### src/pkg/adcq_pkg.sv
package adcq_pkg;
   // Bus and table geometry
   localparam int ADDR_W  = 10;
   localparam int DATA_W  = 32;
   localparam int RES_W   = 10;
   localparam int CCW_W   = 10;
   localparam int NUM_CCW = 40;
   localparam int IDX_W   = 6;
   localparam int PRE_W   = 8;

   // Register byte offsets; tables sit in pages picked by addr[9:8]
   localparam logic [9:0] OFS_CLOCK    = 10'h000;
   localparam logic [9:0] OFS_Q1_CTL   = 10'h004;
   localparam logic [9:0] OFS_Q2_CTL   = 10'h008;
   localparam logic [9:0] OFS_STATUS   = 10'h00C;
   localparam logic [1:0] PAGE_CCW     = 2'h1;
   localparam logic [1:0] PAGE_RESULT  = 2'h2;

   // Command word fields
   localparam int CW_CHAN_LSB  = 0;
   localparam int CW_IST_LSB   = 6;
   localparam int CW_BYP_BIT   = 8;
   localparam int CW_PAUSE_BIT = 9;

   // Queue control fields
   localparam int QC_MODE_LSB   = 0;
   localparam int QC_SSE_BIT    = 2;
   localparam int QC_RESUME_BIT = 3;
   localparam int QC_BQ2_LSB    = 8;

   // Status fields
   localparam int ST_DONE_LSB  = 0;
   localparam int ST_PAUSE_LSB = 2;
   localparam int ST_OVR_LSB   = 4;
   localparam int ST_Q1_LSB    = 6;
   localparam int ST_Q2_LSB    = 9;
   localparam int ST_PTR_LSB   = 12;

   // Reset values
   localparam logic [PRE_W-1:0] RST_PRESCALE = 8'h07;
   localparam logic [IDX_W-1:0] RST_BQ2      = 6'h28;

   // Channel codes
   localparam logic [IDX_W-1:0] END_OF_QUEUE_CODE      = 6'h3F;
   localparam logic [IDX_W-1:0] REFERENCE_HIGH_CHANNEL = 6'h3C;
   localparam logic [IDX_W-1:0] REFERENCE_LOW_CHANNEL  = 6'h3D;
   localparam logic [IDX_W-1:0] HALF_SUPPLY_CHANNEL    = 6'h3E;
   localparam logic [IDX_W-1:0] NUM_PINS               = 6'h10;

   // Phase lengths in conversion clocks, and the least clock divisor
   localparam logic [3:0]       INIT_TICKS    = 4'h2;
   localparam logic [3:0]       XFER_TICKS    = 4'h4;
   localparam logic [3:0]       RESOLVE_BITS  = 4'hA;
   localparam logic [PRE_W-1:0] MIN_DIV       = 8'h03;

   typedef enum logic [1:0] {MODE_OFF, MODE_SW_SINGLE, MODE_EXT_SINGLE, MODE_EXT_CONT} adcq_mode_e;
   typedef enum logic [2:0] {QS_IDLE, QS_ACTIVE, QS_PAUSED, QS_PENDING, QS_SUSPENDED} adcq_qstate_e;
   typedef enum logic [2:0] {PH_IDLE, PH_FETCH, PH_INIT, PH_XFER, PH_FINAL, PH_RESOLVE} adcq_phase_e;

   // Analog front-end controls
   typedef struct packed {
      logic [IDX_W-1:0] chan;
      logic             route;
      logic             init_sample;
      logic             transfer;
      logic             final_sample;
      logic             resolve;
      logic [RES_W-1:0] trial;
   } adcq_fe_s;
endpackage

### src/rtl/adcq_top.sv
// What this block does
// - Conversion runs initial, transfer, final, resolve phases
// - Initial two ticks, transfer four ticks
// - Final sample 2, 4, 8, 16 ticks
// - Resolution takes ten ticks, one bit each
// - Bypass skips initial and transfer phases
// - Bits decided MSB first from comparator
// - Finished result written to result table
// - Route sixteen pins or three reference channels
// - Forty-word command table, one or two queues
// - Idle sequencer starts a triggered queue at once
// - Queue two trigger pends behind queue one
// - Queue one trigger suspends running queue two
// - Suspended queue two resumes per resume bit
// - Simultaneous triggers: queue one runs, two pends
// - Pause bit word ends subqueue, sets pause
// - After pause continue only at next word
// - Trigger during execution only sets overrun
// - Continuous scan restarts at first word
// - Mode picks trigger; scan type whole queue
// - Channel 63 ends queue without conversion
// - End of queue beats pause on one word
// - Single scan clears arm bit at completion
//
// Chosen here: the placing of the registers and strobed register access.
module adcq_top (
   input  wire logic                        clk_i,
   input  wire logic                        srst_i,
   input  wire logic [adcq_pkg::ADDR_W-1:0] addr_i,
   input  wire logic [adcq_pkg::DATA_W-1:0] wdata_i,
   input  wire logic                        wr_i,
   input  wire logic                        rd_i,
   output logic      [adcq_pkg::DATA_W-1:0] rdata_o,
   input  wire logic [1:0]                  ext_trig_i,
   input  wire logic                        comp_i,
   output adcq_pkg::adcq_fe_s               fe_o
);
   logic [adcq_pkg::PRE_W-1:0] prescale;
   logic [adcq_pkg::PRE_W-1:0] div_cnt;
   logic [adcq_pkg::PRE_W-1:0] div_top;
   logic                       tick;
   logic [1:0]                 trig_s1;
   logic [1:0]                 trig_s2;
   logic [1:0]                 trig_d;
   logic                       comp_s1;
   logic                       comp_s2;
   adcq_pkg::adcq_mode_e       mode [2];
   adcq_pkg::adcq_qstate_e     qst [2];
   logic [adcq_pkg::IDX_W-1:0] ptr [2];
   logic [adcq_pkg::IDX_W-1:0] bq2;
   logic [adcq_pkg::IDX_W-1:0] sub2;
   logic                       resume;
   logic [1:0]                 single_scan_arm;
   logic [1:0]                 evt;
   logic [1:0]                 req;
   logic [1:0]                 done;
   logic [1:0]                 paused;
   logic [1:0]                 ovr;
   logic [1:0]                 set_done;
   logic [1:0]                 set_pause;
   logic [1:0]                 set_ovr;
   logic                       run;
   logic                       cq;
   adcq_pkg::adcq_phase_e      ph;
   logic [3:0]                 cnt;
   logic [3:0]                 bitn;
   logic [adcq_pkg::RES_W-1:0] sar;
   logic [adcq_pkg::CCW_W-1:0] word;
   logic [adcq_pkg::CCW_W-1:0] ccw_mem [adcq_pkg::NUM_CCW];
   logic [adcq_pkg::RES_W-1:0] res_mem [adcq_pkg::NUM_CCW];

   // Final sample ticks minus one from the sample-time select field
   function automatic logic [3:0] final_last(input logic [adcq_pkg::CCW_W-1:0] w);
      final_last = 4'((5'h02 << w[adcq_pkg::CW_IST_LSB +: 2]) - 5'h01);
   endfunction

   // Bus decode
   logic       wr_clk;
   logic       wr_q1;
   logic       wr_q2;
   logic       wr_st;
   logic       ccw_hit;
   logic       res_hit;
   logic [5:0] bus_idx;
   assign bus_idx = addr_i[7:2];
   assign wr_clk  = wr_i && addr_i == adcq_pkg::OFS_CLOCK;
   assign wr_q1   = wr_i && addr_i == adcq_pkg::OFS_Q1_CTL;
   assign wr_q2   = wr_i && addr_i == adcq_pkg::OFS_Q2_CTL;
   assign wr_st   = wr_i && addr_i == adcq_pkg::OFS_STATUS;
   assign ccw_hit = addr_i[9:8] == adcq_pkg::PAGE_CCW && addr_i[1:0] == 2'h0
                    && bus_idx < 6'(adcq_pkg::NUM_CCW);
   assign res_hit = addr_i[9:8] == adcq_pkg::PAGE_RESULT && addr_i[1:0] == 2'h0
                    && bus_idx < 6'(adcq_pkg::NUM_CCW);

   // Conversion clock enable; short divisors are stretched for comparator latency
   assign div_top = (prescale < adcq_pkg::MIN_DIV) ? adcq_pkg::MIN_DIV : prescale;
   assign tick    = div_cnt == 8'h00;
   always_ff @(posedge clk_i)
   begin
      if (srst_i || tick)
         div_cnt <= srst_i ? adcq_pkg::RST_PRESCALE : div_top;
      else
         div_cnt <= div_cnt - 8'h01;
   end

   // Pin synchronisers
   always_ff @(posedge clk_i)
   begin
      if (srst_i)
      begin
         {trig_s1, trig_s2, trig_d} <= 6'h00;
         {comp_s1, comp_s2}         <= 2'h0;
      end
      else
      begin
         trig_s1 <= ext_trig_i;
         trig_s2 <= trig_s1;
         trig_d  <= trig_s2;
         comp_s1 <= comp_i;
         comp_s2 <= comp_s1;
      end
   end

   // Current command word and queue bounds
   logic [adcq_pkg::IDX_W-1:0] cur_ptr;
   logic [adcq_pkg::IDX_W-1:0] q_end;
   logic [adcq_pkg::IDX_W-1:0] q_beg;
   logic [adcq_pkg::CCW_W-1:0] fw;
   logic                       end_of_queue_code;
   assign cur_ptr = ptr[cq];
   assign q_end   = cq ? 6'(adcq_pkg::NUM_CCW) : bq2;
   assign q_beg   = cq ? bq2 : 6'h00;
   assign fw      = (cur_ptr < 6'(adcq_pkg::NUM_CCW)) ? ccw_mem[cur_ptr]
                    : {4'h0, adcq_pkg::END_OF_QUEUE_CODE};
   assign end_of_queue_code     = cur_ptr >= q_end
                    || fw[adcq_pkg::CW_CHAN_LSB +: 6] == adcq_pkg::END_OF_QUEUE_CODE;

   // Queue arbitration terms
   logic go0;
   logic go1;
   logic busy1;
   logic wait1;
   logic start1;
   logic hold1;
   logic step;
   assign busy1  = qst[1] == adcq_pkg::QS_ACTIVE || wait1;
   assign wait1  = qst[1] == adcq_pkg::QS_PENDING || qst[1] == adcq_pkg::QS_SUSPENDED;
   assign go0    = req[0] && qst[0] != adcq_pkg::QS_ACTIVE;
   assign go1    = req[1] && !busy1;
   assign start1 = !go0 && !run && (go1 || wait1);
   assign hold1  = go1 && !start1;
   assign step   = tick && run && !go0;

   // Resolution and result store
   logic [adcq_pkg::RES_W-1:0] next_sar;
   logic                       res_we;
   assign next_sar = sar | (comp_s2 ? (10'h001 << bitn) : 10'h000);
   assign res_we   = step && ph == adcq_pkg::PH_RESOLVE && bitn == 4'h0;

   // Trigger sources and flag events per queue
   for (genvar q = 0; q < 2; q++)
   begin : g_queue
      logic edge_seen;
      logic sw_mode;
      assign edge_seen = trig_s2[q] & ~trig_d[q];
      assign sw_mode   = mode[q] == adcq_pkg::MODE_SW_SINGLE;
      assign evt[q]    = sw_mode ? single_scan_arm[q] && (qst[q] == adcq_pkg::QS_IDLE || qst[q] == adcq_pkg::QS_PAUSED)
                       : mode[q] == adcq_pkg::MODE_EXT_SINGLE ? edge_seen && single_scan_arm[q]
                       : mode[q] == adcq_pkg::MODE_EXT_CONT && edge_seen;
      assign set_ovr[q]   = tick && req[q] && !sw_mode
                            && (q == 0 ? qst[0] == adcq_pkg::QS_ACTIVE : busy1);
      assign set_done[q]  = step && cq == 1'(q) && ph == adcq_pkg::PH_FETCH && end_of_queue_code;
      assign set_pause[q] = res_we && cq == 1'(q) && word[adcq_pkg::CW_PAUSE_BIT];
   end

   // Trigger latch between ticks and sticky flags; set wins over clear
   always_ff @(posedge clk_i)
   begin
      if (srst_i)
         {req, done, paused, ovr} <= 8'h00;
      else
      begin
         req    <= (req & ~{2{tick}}) | evt;
         done   <= (done & ~(wr_st ? wdata_i[adcq_pkg::ST_DONE_LSB +: 2] : 2'h0)) | set_done;
         paused <= (paused & ~(wr_st ? wdata_i[adcq_pkg::ST_PAUSE_LSB +: 2] : 2'h0)) | set_pause;
         ovr    <= (ovr & ~(wr_st ? wdata_i[adcq_pkg::ST_OVR_LSB +: 2] : 2'h0)) | set_ovr;
      end
   end

   // Software control fields
   always_ff @(posedge clk_i)
   begin
      if (srst_i)
      begin
         prescale <= adcq_pkg::RST_PRESCALE;
         mode     <= '{adcq_pkg::MODE_OFF, adcq_pkg::MODE_OFF};
         resume   <= 1'b0;
         bq2      <= adcq_pkg::RST_BQ2;
      end
      else
      begin
         if (wr_clk)
            prescale <= wdata_i[adcq_pkg::PRE_W-1:0];
         if (wr_q1)
            mode[0] <= adcq_pkg::adcq_mode_e'(wdata_i[adcq_pkg::QC_MODE_LSB +: 2]);
         if (wr_q2)
         begin
            mode[1] <= adcq_pkg::adcq_mode_e'(wdata_i[adcq_pkg::QC_MODE_LSB +: 2]);
            resume  <= wdata_i[adcq_pkg::QC_RESUME_BIT];
            bq2     <= wdata_i[adcq_pkg::QC_BQ2_LSB +: 6];
         end
      end
   end

   // Command and result tables
   always_ff @(posedge clk_i)
   begin
      if (wr_i && ccw_hit)
         ccw_mem[bus_idx] <= wdata_i[adcq_pkg::CCW_W-1:0];
      if (res_we)
         res_mem[cur_ptr] <= next_sar;
   end

   // Queue sequencer and conversion phases
   always_ff @(posedge clk_i)
   begin
      if (srst_i)
      begin
         qst  <= '{adcq_pkg::QS_IDLE, adcq_pkg::QS_IDLE};
         ptr  <= '{6'h00, 6'h00};
         sub2 <= 6'h00;
         single_scan_arm  <= 2'h0;
         run  <= 1'b0;
         cq   <= 1'b0;
         ph   <= adcq_pkg::PH_IDLE;
         cnt  <= 4'h0;
         bitn <= 4'h0;
         sar  <= 10'h000;
         word <= 10'h000;
      end
      else
      begin
         if (tick && go0)
         begin
            if (run && cq)
            begin
               qst[1] <= adcq_pkg::QS_SUSPENDED;
               ptr[1] <= resume ? sub2 : bq2;
            end
            if (qst[0] == adcq_pkg::QS_IDLE)
               ptr[0] <= 6'h00;
            qst[0] <= adcq_pkg::QS_ACTIVE;
            run    <= 1'b1;
            cq     <= 1'b0;
            ph     <= adcq_pkg::PH_FETCH;
         end
         if (tick && (hold1 || (start1 && go1)))
         begin
            if (qst[1] == adcq_pkg::QS_IDLE)
            begin
               ptr[1] <= bq2;
               sub2   <= bq2;
            end
            else
               sub2 <= ptr[1];
            if (hold1)
               qst[1] <= adcq_pkg::QS_PENDING;
         end
         if (tick && start1)
         begin
            qst[1] <= adcq_pkg::QS_ACTIVE;
            run    <= 1'b1;
            cq     <= 1'b1;
            ph     <= adcq_pkg::PH_FETCH;
         end
         if (step)
         begin
            case (ph)
               adcq_pkg::PH_FETCH:
                  if (end_of_queue_code)
                  begin
                     qst[cq] <= adcq_pkg::QS_IDLE;
                     ptr[cq] <= q_beg;
                     run     <= 1'b0;
                     ph      <= adcq_pkg::PH_IDLE;
                     if (mode[cq] != adcq_pkg::MODE_EXT_CONT)
                        single_scan_arm[cq] <= 1'b0;
                  end
                  else
                  begin
                     word <= fw;
                     ph   <= fw[adcq_pkg::CW_BYP_BIT] ? adcq_pkg::PH_FINAL : adcq_pkg::PH_INIT;
                     cnt  <= fw[adcq_pkg::CW_BYP_BIT] ? final_last(fw) : adcq_pkg::INIT_TICKS - 4'h1;
                  end
               adcq_pkg::PH_INIT:
                  if (cnt == 4'h0)
                  begin
                     ph  <= adcq_pkg::PH_XFER;
                     cnt <= adcq_pkg::XFER_TICKS - 4'h1;
                  end
                  else
                     cnt <= cnt - 4'h1;
               adcq_pkg::PH_XFER:
                  if (cnt == 4'h0)
                  begin
                     ph  <= adcq_pkg::PH_FINAL;
                     cnt <= final_last(word);
                  end
                  else
                     cnt <= cnt - 4'h1;
               adcq_pkg::PH_FINAL:
                  if (cnt == 4'h0)
                  begin
                     ph   <= adcq_pkg::PH_RESOLVE;
                     bitn <= adcq_pkg::RESOLVE_BITS - 4'h1;
                     sar  <= 10'h000;
                  end
                  else
                     cnt <= cnt - 4'h1;
               adcq_pkg::PH_RESOLVE:
               begin
                  sar <= next_sar;
                  if (bitn == 4'h0)
                  begin
                     ptr[cq] <= cur_ptr + 6'h01;
                     if (word[adcq_pkg::CW_PAUSE_BIT])
                     begin
                        qst[cq] <= adcq_pkg::QS_PAUSED;
                        run     <= 1'b0;
                        ph      <= adcq_pkg::PH_IDLE;
                     end
                     else
                        ph <= adcq_pkg::PH_FETCH;
                  end
                  else
                     bitn <= bitn - 4'h1;
               end
               default:
                  ph <= adcq_pkg::PH_IDLE;
            endcase
         end
         if (wr_q1)
            single_scan_arm[0] <= wdata_i[adcq_pkg::QC_SSE_BIT];
         if (wr_q2)
            single_scan_arm[1] <= wdata_i[adcq_pkg::QC_SSE_BIT];
      end
   end

   // Front-end controls, registered
   adcq_pkg::adcq_fe_s   next_fe;
   logic [5:0]           wchan;
   logic                 sampling;
   assign wchan    = word[adcq_pkg::CW_CHAN_LSB +: 6];
   assign sampling = ph == adcq_pkg::PH_INIT || ph == adcq_pkg::PH_XFER || ph == adcq_pkg::PH_FINAL;
   assign next_fe.chan         = wchan;
   assign next_fe.route        = sampling && (wchan < adcq_pkg::NUM_PINS
                                 || wchan == adcq_pkg::REFERENCE_HIGH_CHANNEL
                                 || wchan == adcq_pkg::REFERENCE_LOW_CHANNEL
                                 || wchan == adcq_pkg::HALF_SUPPLY_CHANNEL);
   assign next_fe.init_sample  = ph == adcq_pkg::PH_INIT;
   assign next_fe.transfer     = ph == adcq_pkg::PH_XFER;
   assign next_fe.final_sample = ph == adcq_pkg::PH_FINAL;
   assign next_fe.resolve      = ph == adcq_pkg::PH_RESOLVE;
   assign next_fe.trial        = next_fe.resolve ? (sar | (10'h001 << bitn)) : 10'h000;

   // Read mux; data stands only in the cycle after the strobe
   logic [31:0] status;
   logic [31:0] next_rdata;
   assign status = 32'(done) << adcq_pkg::ST_DONE_LSB | 32'(paused) << adcq_pkg::ST_PAUSE_LSB
                 | 32'(ovr) << adcq_pkg::ST_OVR_LSB | 32'(qst[0]) << adcq_pkg::ST_Q1_LSB
                 | 32'(qst[1]) << adcq_pkg::ST_Q2_LSB | 32'(cur_ptr) << adcq_pkg::ST_PTR_LSB;
   assign next_rdata = !rd_i ? 32'h0 
                     : addr_i == adcq_pkg::OFS_CLOCK ? 32'(prescale)
                     : addr_i == adcq_pkg::OFS_Q1_CTL ? 32'(mode[0])
                     : addr_i == adcq_pkg::OFS_Q2_CTL ? 32'(mode[1]) | 32'(resume) << adcq_pkg::QC_RESUME_BIT
                                                         | 32'(bq2) << adcq_pkg::QC_BQ2_LSB
                     : addr_i == adcq_pkg::OFS_STATUS ? status
                     : ccw_hit ? 32'(ccw_mem[bus_idx])
                     : res_hit ? 32'(res_mem[bus_idx]) : 32'h0;

   always_ff @(posedge clk_i)
   begin
      if (srst_i)
      begin
         rdata_o <= 32'h0;
         fe_o    <= '0;
      end
      else
      begin
         rdata_o <= next_rdata;
         fe_o    <= next_fe;
      end
   end

   // Phase length checker helper
   adcq_pkg::adcq_phase_e ph_d;
   logic [4:0]            span;
   always_ff @(posedge clk_i)
   begin
      if (srst_i)
      begin
         ph_d <= adcq_pkg::PH_IDLE;
         span <= 5'h00;
      end
      else
      begin
         ph_d <= ph;
         span <= (ph != ph_d) ? 5'h00 : span + 5'(tick);
      end
   end
endmodule

### config.mk
export PLATFORM = sky130hd
export DESIGN_NAME = adcq_top
export DESIGN_NICKNAME = d
export VERILOG_FILES = /design/src/pkg/adcq_pkg.sv /design/src/rtl/adcq_top.sv
export SDC_FILE = /design/constraint.sdc
export NUM_CORES = 1
export LEC_CHECK = 0
export BUFFER_PORTS_ARGS = -buffer_cell sky130_fd_sc_hd__buf_4
export CORE_ASPECT_RATIO = 0.5
export CORE_MARGIN = 5
export CORE_UTILIZATION = 45
export CTS_BUF_LIST = sky130_fd_sc_hd__clkbuf_16
export CTS_CLUSTER_SIZE = 20
export DETAILED_ROUTE_END_ITERATION = 16
export SLEW_MARGIN = 20
export SYNTH_ARGS = -nofsm -noshare
export SYNTH_HDL_FRONTEND = slang
export SYNTH_SLANG_ARGS = --single-unit
export TNS_END_PERCENT = 100
### constraint.sdc
create_clock -name clk_i -period 9.5 [get_ports clk_i]
set_input_delay 1.425 -clock clk_i [delete_from_list [all_inputs] [get_ports clk_i]]
set_output_delay 1.425 -clock clk_i [all_outputs]
set_load 0.02 [all_outputs]
After elaboration in Yosys (flattened, before gate mapping)
Memory sizes are Yosys's and may differ from the RTL's.
Index checks and enable logic that the tools add are counted.
{"block": "totals", "ff_bits": 141, "ram_bits": 800, "inputBits": 49, "out_inout_bits": 53, "word_cells": 321, "mem_count": 2}
{"memory": "ccw_mem", "depth": 40, "word_bits": 10, "rd": 2, "rd_clocked_by_memory_dff": 0, "write_ports": 1, "line_no": "adcq_top.sv:69", "source": "logic [adcq_pkg::CCW_W-1:0] ccw_mem [adcq_pkg::NUM_CCW];"}
{"memory": "res_mem", "depth": 40, "word_bits": 10, "rd": 1, "rd_clocked_by_memory_dff": 0, "write_ports": 1, "line_no": "adcq_top.sv:70", "source": "logic [adcq_pkg::RES_W-1:0] res_mem [adcq_pkg::NUM_CCW];"}
{"block": "op_classes", "add_sub_neg": 6, "n_lt_le_gt_ge": 9, "eq_ne": 32, "n_shift": 3, "mux": 100, "bitwise_logic": 37, "n_reduce_logical": 94}
{"cell": "two-way mux 6 bit", "n": 19}
{"cell": "two-way mux 12 bit", "n": 5}
{"cell": "two-way mux 10 bit", "n": 5}
{"cell": "logical AND 1 bit", "n": 48}
{"cell": "two-way mux 3 bit", "n": 15}
{"cell": "two-way mux 8 bit", "n": 5}
{"cell": "two-way mux 18 bit", "n": 2}
{"cell": "two-way mux 4 bit", "n": 7}
{"cell": "bitwise mux 12 bit", "n": 2}
{"cell": "== test 6 bit, second input constant", "n": 4}
{"cell": "case mux 12 bit (2 select lines)", "n": 1}
{"cell": "== test 10 x 4 -> 1 bit, second input constant", "n": 2}
{"cell": "two-way mux 1 bit", "n": 20}
{"cell": "two-way mux 2 bit", "n": 10}
{"cell": "bitwise OR 10 bit", "n": 2}
{"cell": "case mux 10 bit (2 select lines)", "n": 1}
{"cell": "nonzero test 2 bit", "n": 10}
{"cell": "bitwise OR 12 x 18 -> 18 bit", "n": 1}
{"cell": "case mux 4 bit (4 select lines)", "n": 1}
{"cell": "AND reduction 4 bit", "n": 4}
{"cell": "subtractor 4 x 1 -> 4 bit, second input constant", "n": 4}
{"cell": "== test 3 x 2 -> 1 bit, second input constant", "n": 5}
{"cell": "case mux 3 bit (5 select lines)", "n": 1}
{"cell": "bitwise OR 4 x 14 -> 14 bit", "n": 1}
{"cell": "other kinds (51)", "n": 106}

Depth between registers and ports, before layout
Gate-level depths: netlist (run 1).
{"block": "logic_depth", "depth_word": 19, "ltp_mapped": 21, "ltp_nobuf": 12}

Least setup slack after synthesis (run 1)
OpenSTA, ideal clock, no wires.
{"block": "synth_timing", "kind": "input -> register", "startpoint": "input addr_i[2] (netlist name)", "endpoint": "memory ccw_mem[13][0] (netlist name) (enable)", "setup_time_ns": 0.376, "arrival_time_ns": 4.343, "required_ns": 9.124, "path_slack_ns": 4.781, "stages": 9, "n_path_buf": 6, "path_cell_list": "clkbuf_1 > buf_2 > buf_2 > buf_2 > clkbuf_1 > clkbuf_1 > nor2b_1 > nand4_1 > nor2_1"}
{"block": "synth_via", "elab_chain_cells": 5}
{"element": "start, declared", "line_no": "adcq_top.sv:29", "source": "input wire logic [adcq_pkg::ADDR_W-1:0] addr_i,"}
{"element": "less-than comparator 6 bit", "line_no": "adcq_top.sv:91", "source": "&& bus_idx < 6'(adcq_pkg::NUM_CCW);"}
{"element": "logical AND 1 bit", "line_no": "adcq_top.sv:91"}
{"element": "logical AND 1 bit", "line_no": "adcq_top.sv:218", "source": "if (wr_i && ccw_hit)"}
{"element": "two-way mux 1 bit", "line_no": "adcq_top.sv:218"}
{"element": "two-way mux 1 bit (not written as such)", "line_no": "adcq_top.sv:219", "source": "ccw_mem[bus_idx] <= wdata_i[adcq_pkg::CCW_W-1:0];"}
{"element": "end, declared", "line_no": "adcq_top.sv:69"}
Several ways; a longest one is shown, not always the timed one.

Worst setup path after layout (run 1)
{"block": "layout_timing", "startpoint": "register cq", "endpoint": "register word[7] (netlist name)"}
{"block": "layout_via", "elab_chain_cells": 10, "word_cells_on_any_way": 13, "cone_classes": "order compare: 2; eq/ne: 1; mux: 5; bitwise: 2; reduce/logical: 2; memory: 1"}
{"element": "start, declared", "line_no": "adcq_top.sv:63", "source": "logic cq;"}
{"element": "start signal, assigned", "line_no": "adcq_top.sv:234", "source": "cq <= 1'b0;"}
{"element": "start signal, assigned", "line_no": "adcq_top.sv:254", "source": "cq <= 1'b0;"}
{"element": "start signal, assigned", "line_no": "adcq_top.sv:273", "source": "cq <= 1'b1;"}
{"element": "NOT 1 -> 2 bit (not written as such)", "line_no": "adcq_top.sv:130", "source": "assign cur_ptr = ptr[cq];"}
{"element": "two-way mux 6 bit (not written as such) (3 in a row)", "line_no": "adcq_top.sv:130"}
{"element": "memory (40 x 10 bit) / less-than comparator 6 bit (equally long branches)"}
{"element": "two-way mux 10 bit", "line_no": "adcq_top.sv:133", "source": "assign fw = (cur_ptr < 6'(adcq_pkg::NUM_CCW)) ? ccw_mem[cur_ptr]"}
{"element": "== test 6 bit", "line_no": "adcq_top.sv:136", "source": "|| fw[adcq_pkg::CW_CHAN_LSB +: 6] == adcq_pkg::END_OF_QUEUE_CODE;"}
{"element": "logical OR 1 bit", "line_no": "adcq_top.sv:136"}
{"element": "NOT 1 bit (no line)"}
{"element": "AND reduction 3 bit (no line)"}
{"element": "end signal, assigned", "line_no": "adcq_top.sv:291", "source": "word <= fw;"}
{"element": "end, declared", "line_no": "adcq_top.sv:68", "source": "logic [adcq_pkg::CCW_W-1:0] word;"}
Several ways; a longest one is shown, not always the timed one. The select of a mux whose other input is x is not followed.
A chain may end at the register's enable or synchronous reset.

==> results.toml, run 1 <==
[grt]
antenna_found_initial = 5
grt_pass1_vias = 26230
grt_pass1_wl_um = 186000
grt-ovfl-total = 0
grt.total_usage = 0.2591
grt_max_degree = 91

[yosys]
synth-seq-cells = 940
async_flop_share = 0
syn_area_um2 = 41650
synth_flop_cell = "edfxtp_1"
synth-edff-count = 800
synth_cell_types = 94
syn_avg_cell_area_um2 = 15.04
synth-seq-area-share = 0.6440
synth_warnings = 0
synthCells = 2769

[setup_path]
crit_path_end_kind = "flop"
timing.rr.end = "word[7]"
critPathLaunch = "cq"
worstSetupPathType = "reg2reg"
required_ps = 10020
r2r_cells = 14
r2r_start = "cq"
cp_max_fo = 34
crit_arrival_ps = 6190
crit_top_cell = "buf_4"
worstSetupStartpointType = "flop"
cp_cell_sequence = "buf_4, mux2i_4, buf_4, inv_2, buf_4, mux2_1, a222oi_1, o221a_1, o22ai_1, nor4_4, nor4_4, a2111oi_4, mux2i_1, nor2_1"
max_stage_delay_ps = 930
regToRegSetupSlack_ps = 3830
critPathSlowestCell = "a2111oi_4"

[detailed_routing]
viasPerCell = 6.515
wl_per_cell_um = 31.34
drc = 0
routed_wl_um = 129600
firstDrtPassIters = 6
antenna_left = 0
drt_iter0_markers = 4064
num_vias = 26940

[floorplanning]
initial_core_util = 0.4565
die_height_um = 225.1
num_io_pins = 102
num_rows = 78
fp.coreArea_um2 = 91250
dieArea_um2 = 99120
dieWidth_um = 440.3

[worst_hold_path]
hold_start = "trig_s1[0]"
min_to = "trig_s2[0]"
holdPathStages = 1
min_path_type = "reg2reg"

[layout]
layout.nets = 2890
syn_to_final_growth_pct = 11.23
drive_gt1_frac = 0.2036
layout.cells.non_filler = 4135

[timing]
setup_viol = 0
skew_ps = 38.92
tns_ps = 0
grt_setup_unrepaired = "false"
drv_slew = 0
layout_setup_ws_ps = 3826
max_slew.worst_pin.slew_ps = 1216
period_minus_slack_ps = 5674
max_freq_ghz = 0.1762
period_share = 0.5973
slew_headroom = 0.1885
hold_viol_final = 0

[clocking]
post_cts_buffers = 0
cts_tree = "yes"
clk_latency_ps = 690
cts_resized = 0
cts_buffers = 84
clk_pin_slew_worst_paths_ps = 60
cts.sinks = 940
htreeDepth = 3
ctsHoldBuffers = 0
clockBufferDepth = 3
clockRootBuffer = "clkbuf_16"

[place]
place.gp.congestion = 0.9412
place_ws_ps = 3646
port-buffer-count = 69
placed_cells = 3980
hpwlAfterDp_um = 81490

[power_and_ir_drop]
power_density_nw_per_um2 = 177.5
ir_worst_vdd_mv = 0.1097
power.leakage_nw = 14.96

[outcome]
status = "finished clean"

[run]
cap_violations = 0
[sequential cells by signal, summed over array words and instances, names as in the netlist, 3 cells and up]
signal and cells:
cnt 4, word 9, div_cnt 8, sar 10, ph 3, sub2 6
bitn 4, rdata_o 18, qst 6, bq2 6, ptr 12, ccw_mem 400
res_mem 400, mode 4, fe_o 21, prescale 8
[cell type report]
| cell class | instances | area, µm² |
|---|---|---|
| Clock buffer | 87 | 2177 |
| Clock inverter | 66 | 544.3 |
| Sequential cell | 940 | 26830 |
| Inverter | 28 | 107.6 |
| Timing Repair Buffer | 154 | 1196 |
| Multi-Input combinational cell | 1618 | 13920 |
| Tap cell | 1240 | 1551 |
| Fill cell | 7649 | 44920 |
| Antenna cell | 2 | 5.005 |
[per-stage QoR]
stage               hold slack (ps)  total power, mW  utilization  cell area [µm²]
floorplan                     413.8            4.734            -            41700
global placement              426.0            4.855       0.4777            43590
detailed placement            427.8            4.856       0.4777            43590
CTS                           449.5            8.256       0.5076            46310
global route                  470.1            8.442       0.5077            46330
finish                        446.6            8.224       0.5078            46330
[cell usage in the layout (no fill, tap or decap), types with 31 or more instances in the layout]
| master | Yosys | routed |
|---|---|---|
| edfxtp_1 | 800 | 800 |
| nand2_1 | 236 | 236 |
| mux4_2 | 232 | 232 |
| nor2_1 | 219 | 207 |
| buf_4 | 19 | 150 |
| dfxtp_1 | 140 | 139 |
| a21oi_1 | 103 | 103 |
| clkbuf_16 | 0 | 87 |
| mux2i_1 | 77 | 77 |
| nand3_1 | 65 | 65 |
| o21ai_0 | 62 | 62 |
| o22ai_1 | 57 | 56 |
| inv_1 | 24 | 39 |
| nor2b_1 | 32 | 32 |
| a22oi_1 | 31 | 31 |
[worst max-delay path: cells and delay by family, from the launching register on]
family,cells,cell delay [ps]
simple gates,3,720
buf+inv,4,1720
compound gates,4,1700
mux,3,930
flops,1,310
[metal layers]
| layer | global-route usage | routed length, µm |
|---|---|---|
| met1 | 0.3701 | 52030 |
| met2 | 0.3734 | 55810 |
| met3 | 0.07998 | 16200 |
| met4 | 0.1001 | 5529 |
| met5 | 0 | 22 |
[where the power goes]
group          internal [mW]  switching [mW]
clock network           1.89            1.57
registers               4.44         0.00247
logic                  0.123           0.204
total                   6.45            1.77
[cell usage after synthesis, types with 9 or more instances]
master    number  area share
ha_1          15      0.0045
a221o_1       15      0.0036
nor2b_1       32      0.0048
buf_1         28      0.0025
nand3_1       65      0.0078
o21ai_0       62      0.0074
nand2b_1      16      0.0024
a21oi_1      103       0.012
a31oi_1       15      0.0023
o211ai_1      12      0.0022
a22oi_1       31      0.0056
a22o_1        10      0.0021
a21o_1        14      0.0025
o22a_1        11      0.0023
nor2_1       219       0.020
and2_1        13      0.0020
nor3b_1       19      0.0034
mux4_2       232        0.13
mux2_2        18      0.0049
o221ai_1      15      0.0032
nor3_1        30      0.0036
or3_1         15      0.0023
buf_4         19      0.0034
a32oi_1        9      0.0019
dfxtp_1      140       0.067
clkbuf_1     108      0.0097
buf_2         34      0.0041
a221oi_1      30      0.0063
o22ai_1       57      0.0086
nand2_1      236       0.021
and3_1        14      0.0021
mux2i_1       77       0.019
nand4_1       11      0.0017
edfxtp_1     800        0.58
inv_1         24      0.0022
a211oi_1      29      0.0052
[logic make-up (layout without fill, tap and decap cells)]
| family | Yosys count | in the layout | share of synthesized area |
|---|---|---|---|
| xor gates and xnor gates | 11 | 11 | 0.002313 |
| other | 1 | 16 | 0.00009003 |
| adders and majority gates | 15 | 15 | 0.004506 |
| buffers and inverters | 224 | 335 | 0.02424 |
| and+or+nand+nor | 732 | 732 | 0.08375 |
| AOI/OAI and AO/OA | 508 | 508 | 0.08828 |
| muxes | 338 | 338 | 0.1528 |
| DFF | 940 | 940 | 0.6440 |
[worst max-delay path by stage]
stage                     endpoint  slack, ps  cells after the start
global placement            ptr[3]       3760                     13
finish                     word[7]       3830                     14
global route               word[7]       3580                     13
detailed placement          ptr[3]       3650                     14
CTS                         ptr[3]       3600                     14
floorplan           ccw_mem[13][0]       4780                      9
Note: power is estimated with default switching activity, not from simulation.
==> run 2: changes to the inputs <==
clock period = 5.2 ns   (was 9.5 ns; I/O delays follow)
==> results.toml, run 2 (same netlist as run 1, synthesis figures left out) <==
[outcome]
status = "finished clean"

[timing]
period_minus_slack_ps = 4669
period_share = 0.8979
skew_ps = 30.79
hold_ws_ps = 315.8
max_slew.worst_pin.slew_ps = 1171
tns_ps = 0
slew_headroom = 0.2134
grt_setup_unrepaired = "false"
setup_viol = 0
hold_viol_final = 0
drv_slew = 0
max_freq_ghz = 0.2142

[clocking]
clk_latency_ps = 700
clockBufferDepth = 3
cts.sinks = 940
cts_buffers = 86
post_cts_buffers = 0
htreeDepth = 3
clk_pin_slew_worst_paths_ps = 70
cts_tree = "yes"
cts_resized = 0
ctsHoldBuffers = 0
clockRootBuffer = "clkbuf_16"

[detailed_routing]
drc = 0
drt_iter0_markers = 4152
num_vias = 27690
firstDrtPassIters = 6
antenna_left = 0
routed_wl_um = 131700
viasPerCell = 6.498
wl_per_cell_um = 30.91

[layout]
syn_to_final_growth_pct = 13.57
drive_gt1_frac = 0.2301
layout.cells.non_filler = 4261
layout.nets = 3012
fill_cells = 7557
top_regs = "ccw_mem x400, res_mem x400, fe_o x21"
final_cell_mix = "edfxtp_1 (800), buf_4 (265), nand2_1 (236)"
final_common_cell = "edfxtp_1"

[setup_path]
cp_cell_sequence = "buf_4, mux2i_4, buf_4, nor3_2, buf_4, a22o_1, nor4_1, o22ai_1, nor4_2, buf_4, nor4_4, a2111oi_4, buf_4, mux2i_1, nor2_1"
max_stage_delay_ps = 650
crit_arrival_ps = 5230
worstSetupStartpointType = "flop"
crit_top_cell = "buf_4"
r2r_start = "cq"
worstSetupPathType = "reg2reg"
required_ps = 5760
critPathLaunch = "cq"
regToRegSetupSlack_ps = 530
critPathSlowestCell = "dfxtp_2"
cp_max_fo = 20
crit_path_end_kind = "flop"

[floorplanning]
num_io_pins = 102
initial_core_util = 0.4565
num_rows = 78
dieArea_um2 = 99120
dieWidth_um = 440.3
fp.coreArea_um2 = 91250
die_height_um = 225.1

[power_and_ir_drop]
ir_worst_vdd_mv = 0.2383
power.leakage_nw = 15.43
power_density_nw_per_um2 = 318.1

[place]
port-buffer-count = 69
hpwlAfterDp_um = 87830
place.gp.congestion = 0.9454
placed_cells = 4100

[grt]
grt_pass1_wl_um = 189400
grt.total_usage = 0.2636
grt_pass1_vias = 26720
grt_max_degree = 73
antenna_found_initial = 3
grt-ovfl-total = 0

[worst_hold_path]
hold_start = "comp_i"
min_path_type = "in2reg"

[run]
cap_violations = 0
-- run 2: layout make-up --
cell class                      instances  area (µm²)  share of cell area
Antenna cell                            1       2.502          0.00005290
Clock buffer                           90        2252             0.04761
Clock inverter                         70       510.5             0.01079
Inverter                               28       107.6            0.002275
Multi-Input combinational cell       1618       13890              0.2937
Sequential cell                       940       26830              0.5671
Tap cell                             1240        1551             0.03280
Timing Repair Buffer                  274        2160             0.04565
-- run 2: metal layers --
layer / part of all wire / vias up / global-route usage / routed length (µm)
met2: 0.44 / 1737 / 0.3920 / 57860
met1: 0.41 / 14270 / 0.3818 / 53820
met4: 0.032 / 2 / 0.08003 / 4178
li1: - / 11420 / - / -
met3: 0.12 / 266 / 0.07098 / 15840
met5: 0.000091 / - / 0 / 12
-- run 2: path summary, 6_finish.rpt --
| check | end | cells after the start |
|---|---|---|
| max | word[7] | 15 |
| min | comp_s1 | 2 |
| max reg2reg | word[7] | 15 |
| min reg2reg | comp_s2 | 1 |
-- run 2: worst max-delay path: cells and delay by family (launching register included) --
kind | cells | cell delay, ps
buf+inv | 5 | 1420
simple gates | 5 | 960
compound gates | 3 | 890
flops | 1 | 650
mux | 2 | 620
-- run 2: through the flow --
stage | instance area (µm²) | power, mW | util | setup WS (ps)
floorplan | 41700 | 8.650 | - | 1126
global placement | 44540 | 8.888 | 0.4881 | 678.9
detailed placement | 44540 | 8.890 | 0.4881 | 661.3
CTS | 47300 | 15.12 | 0.5184 | 676.2
global route | 47300 | 15.46 | 0.5184 | 408.7
finish | 47300 | 15.05 | 0.5184 | 530.8
-- run 2: power by group --
group | switching (mW) | total, mW | internal [mW]
combinational | 0.378 | 0.615 | 0.236
clock | 2.91 | 6.31 | 3.41
sequential | 0.00441 | 8.12 | 8.12
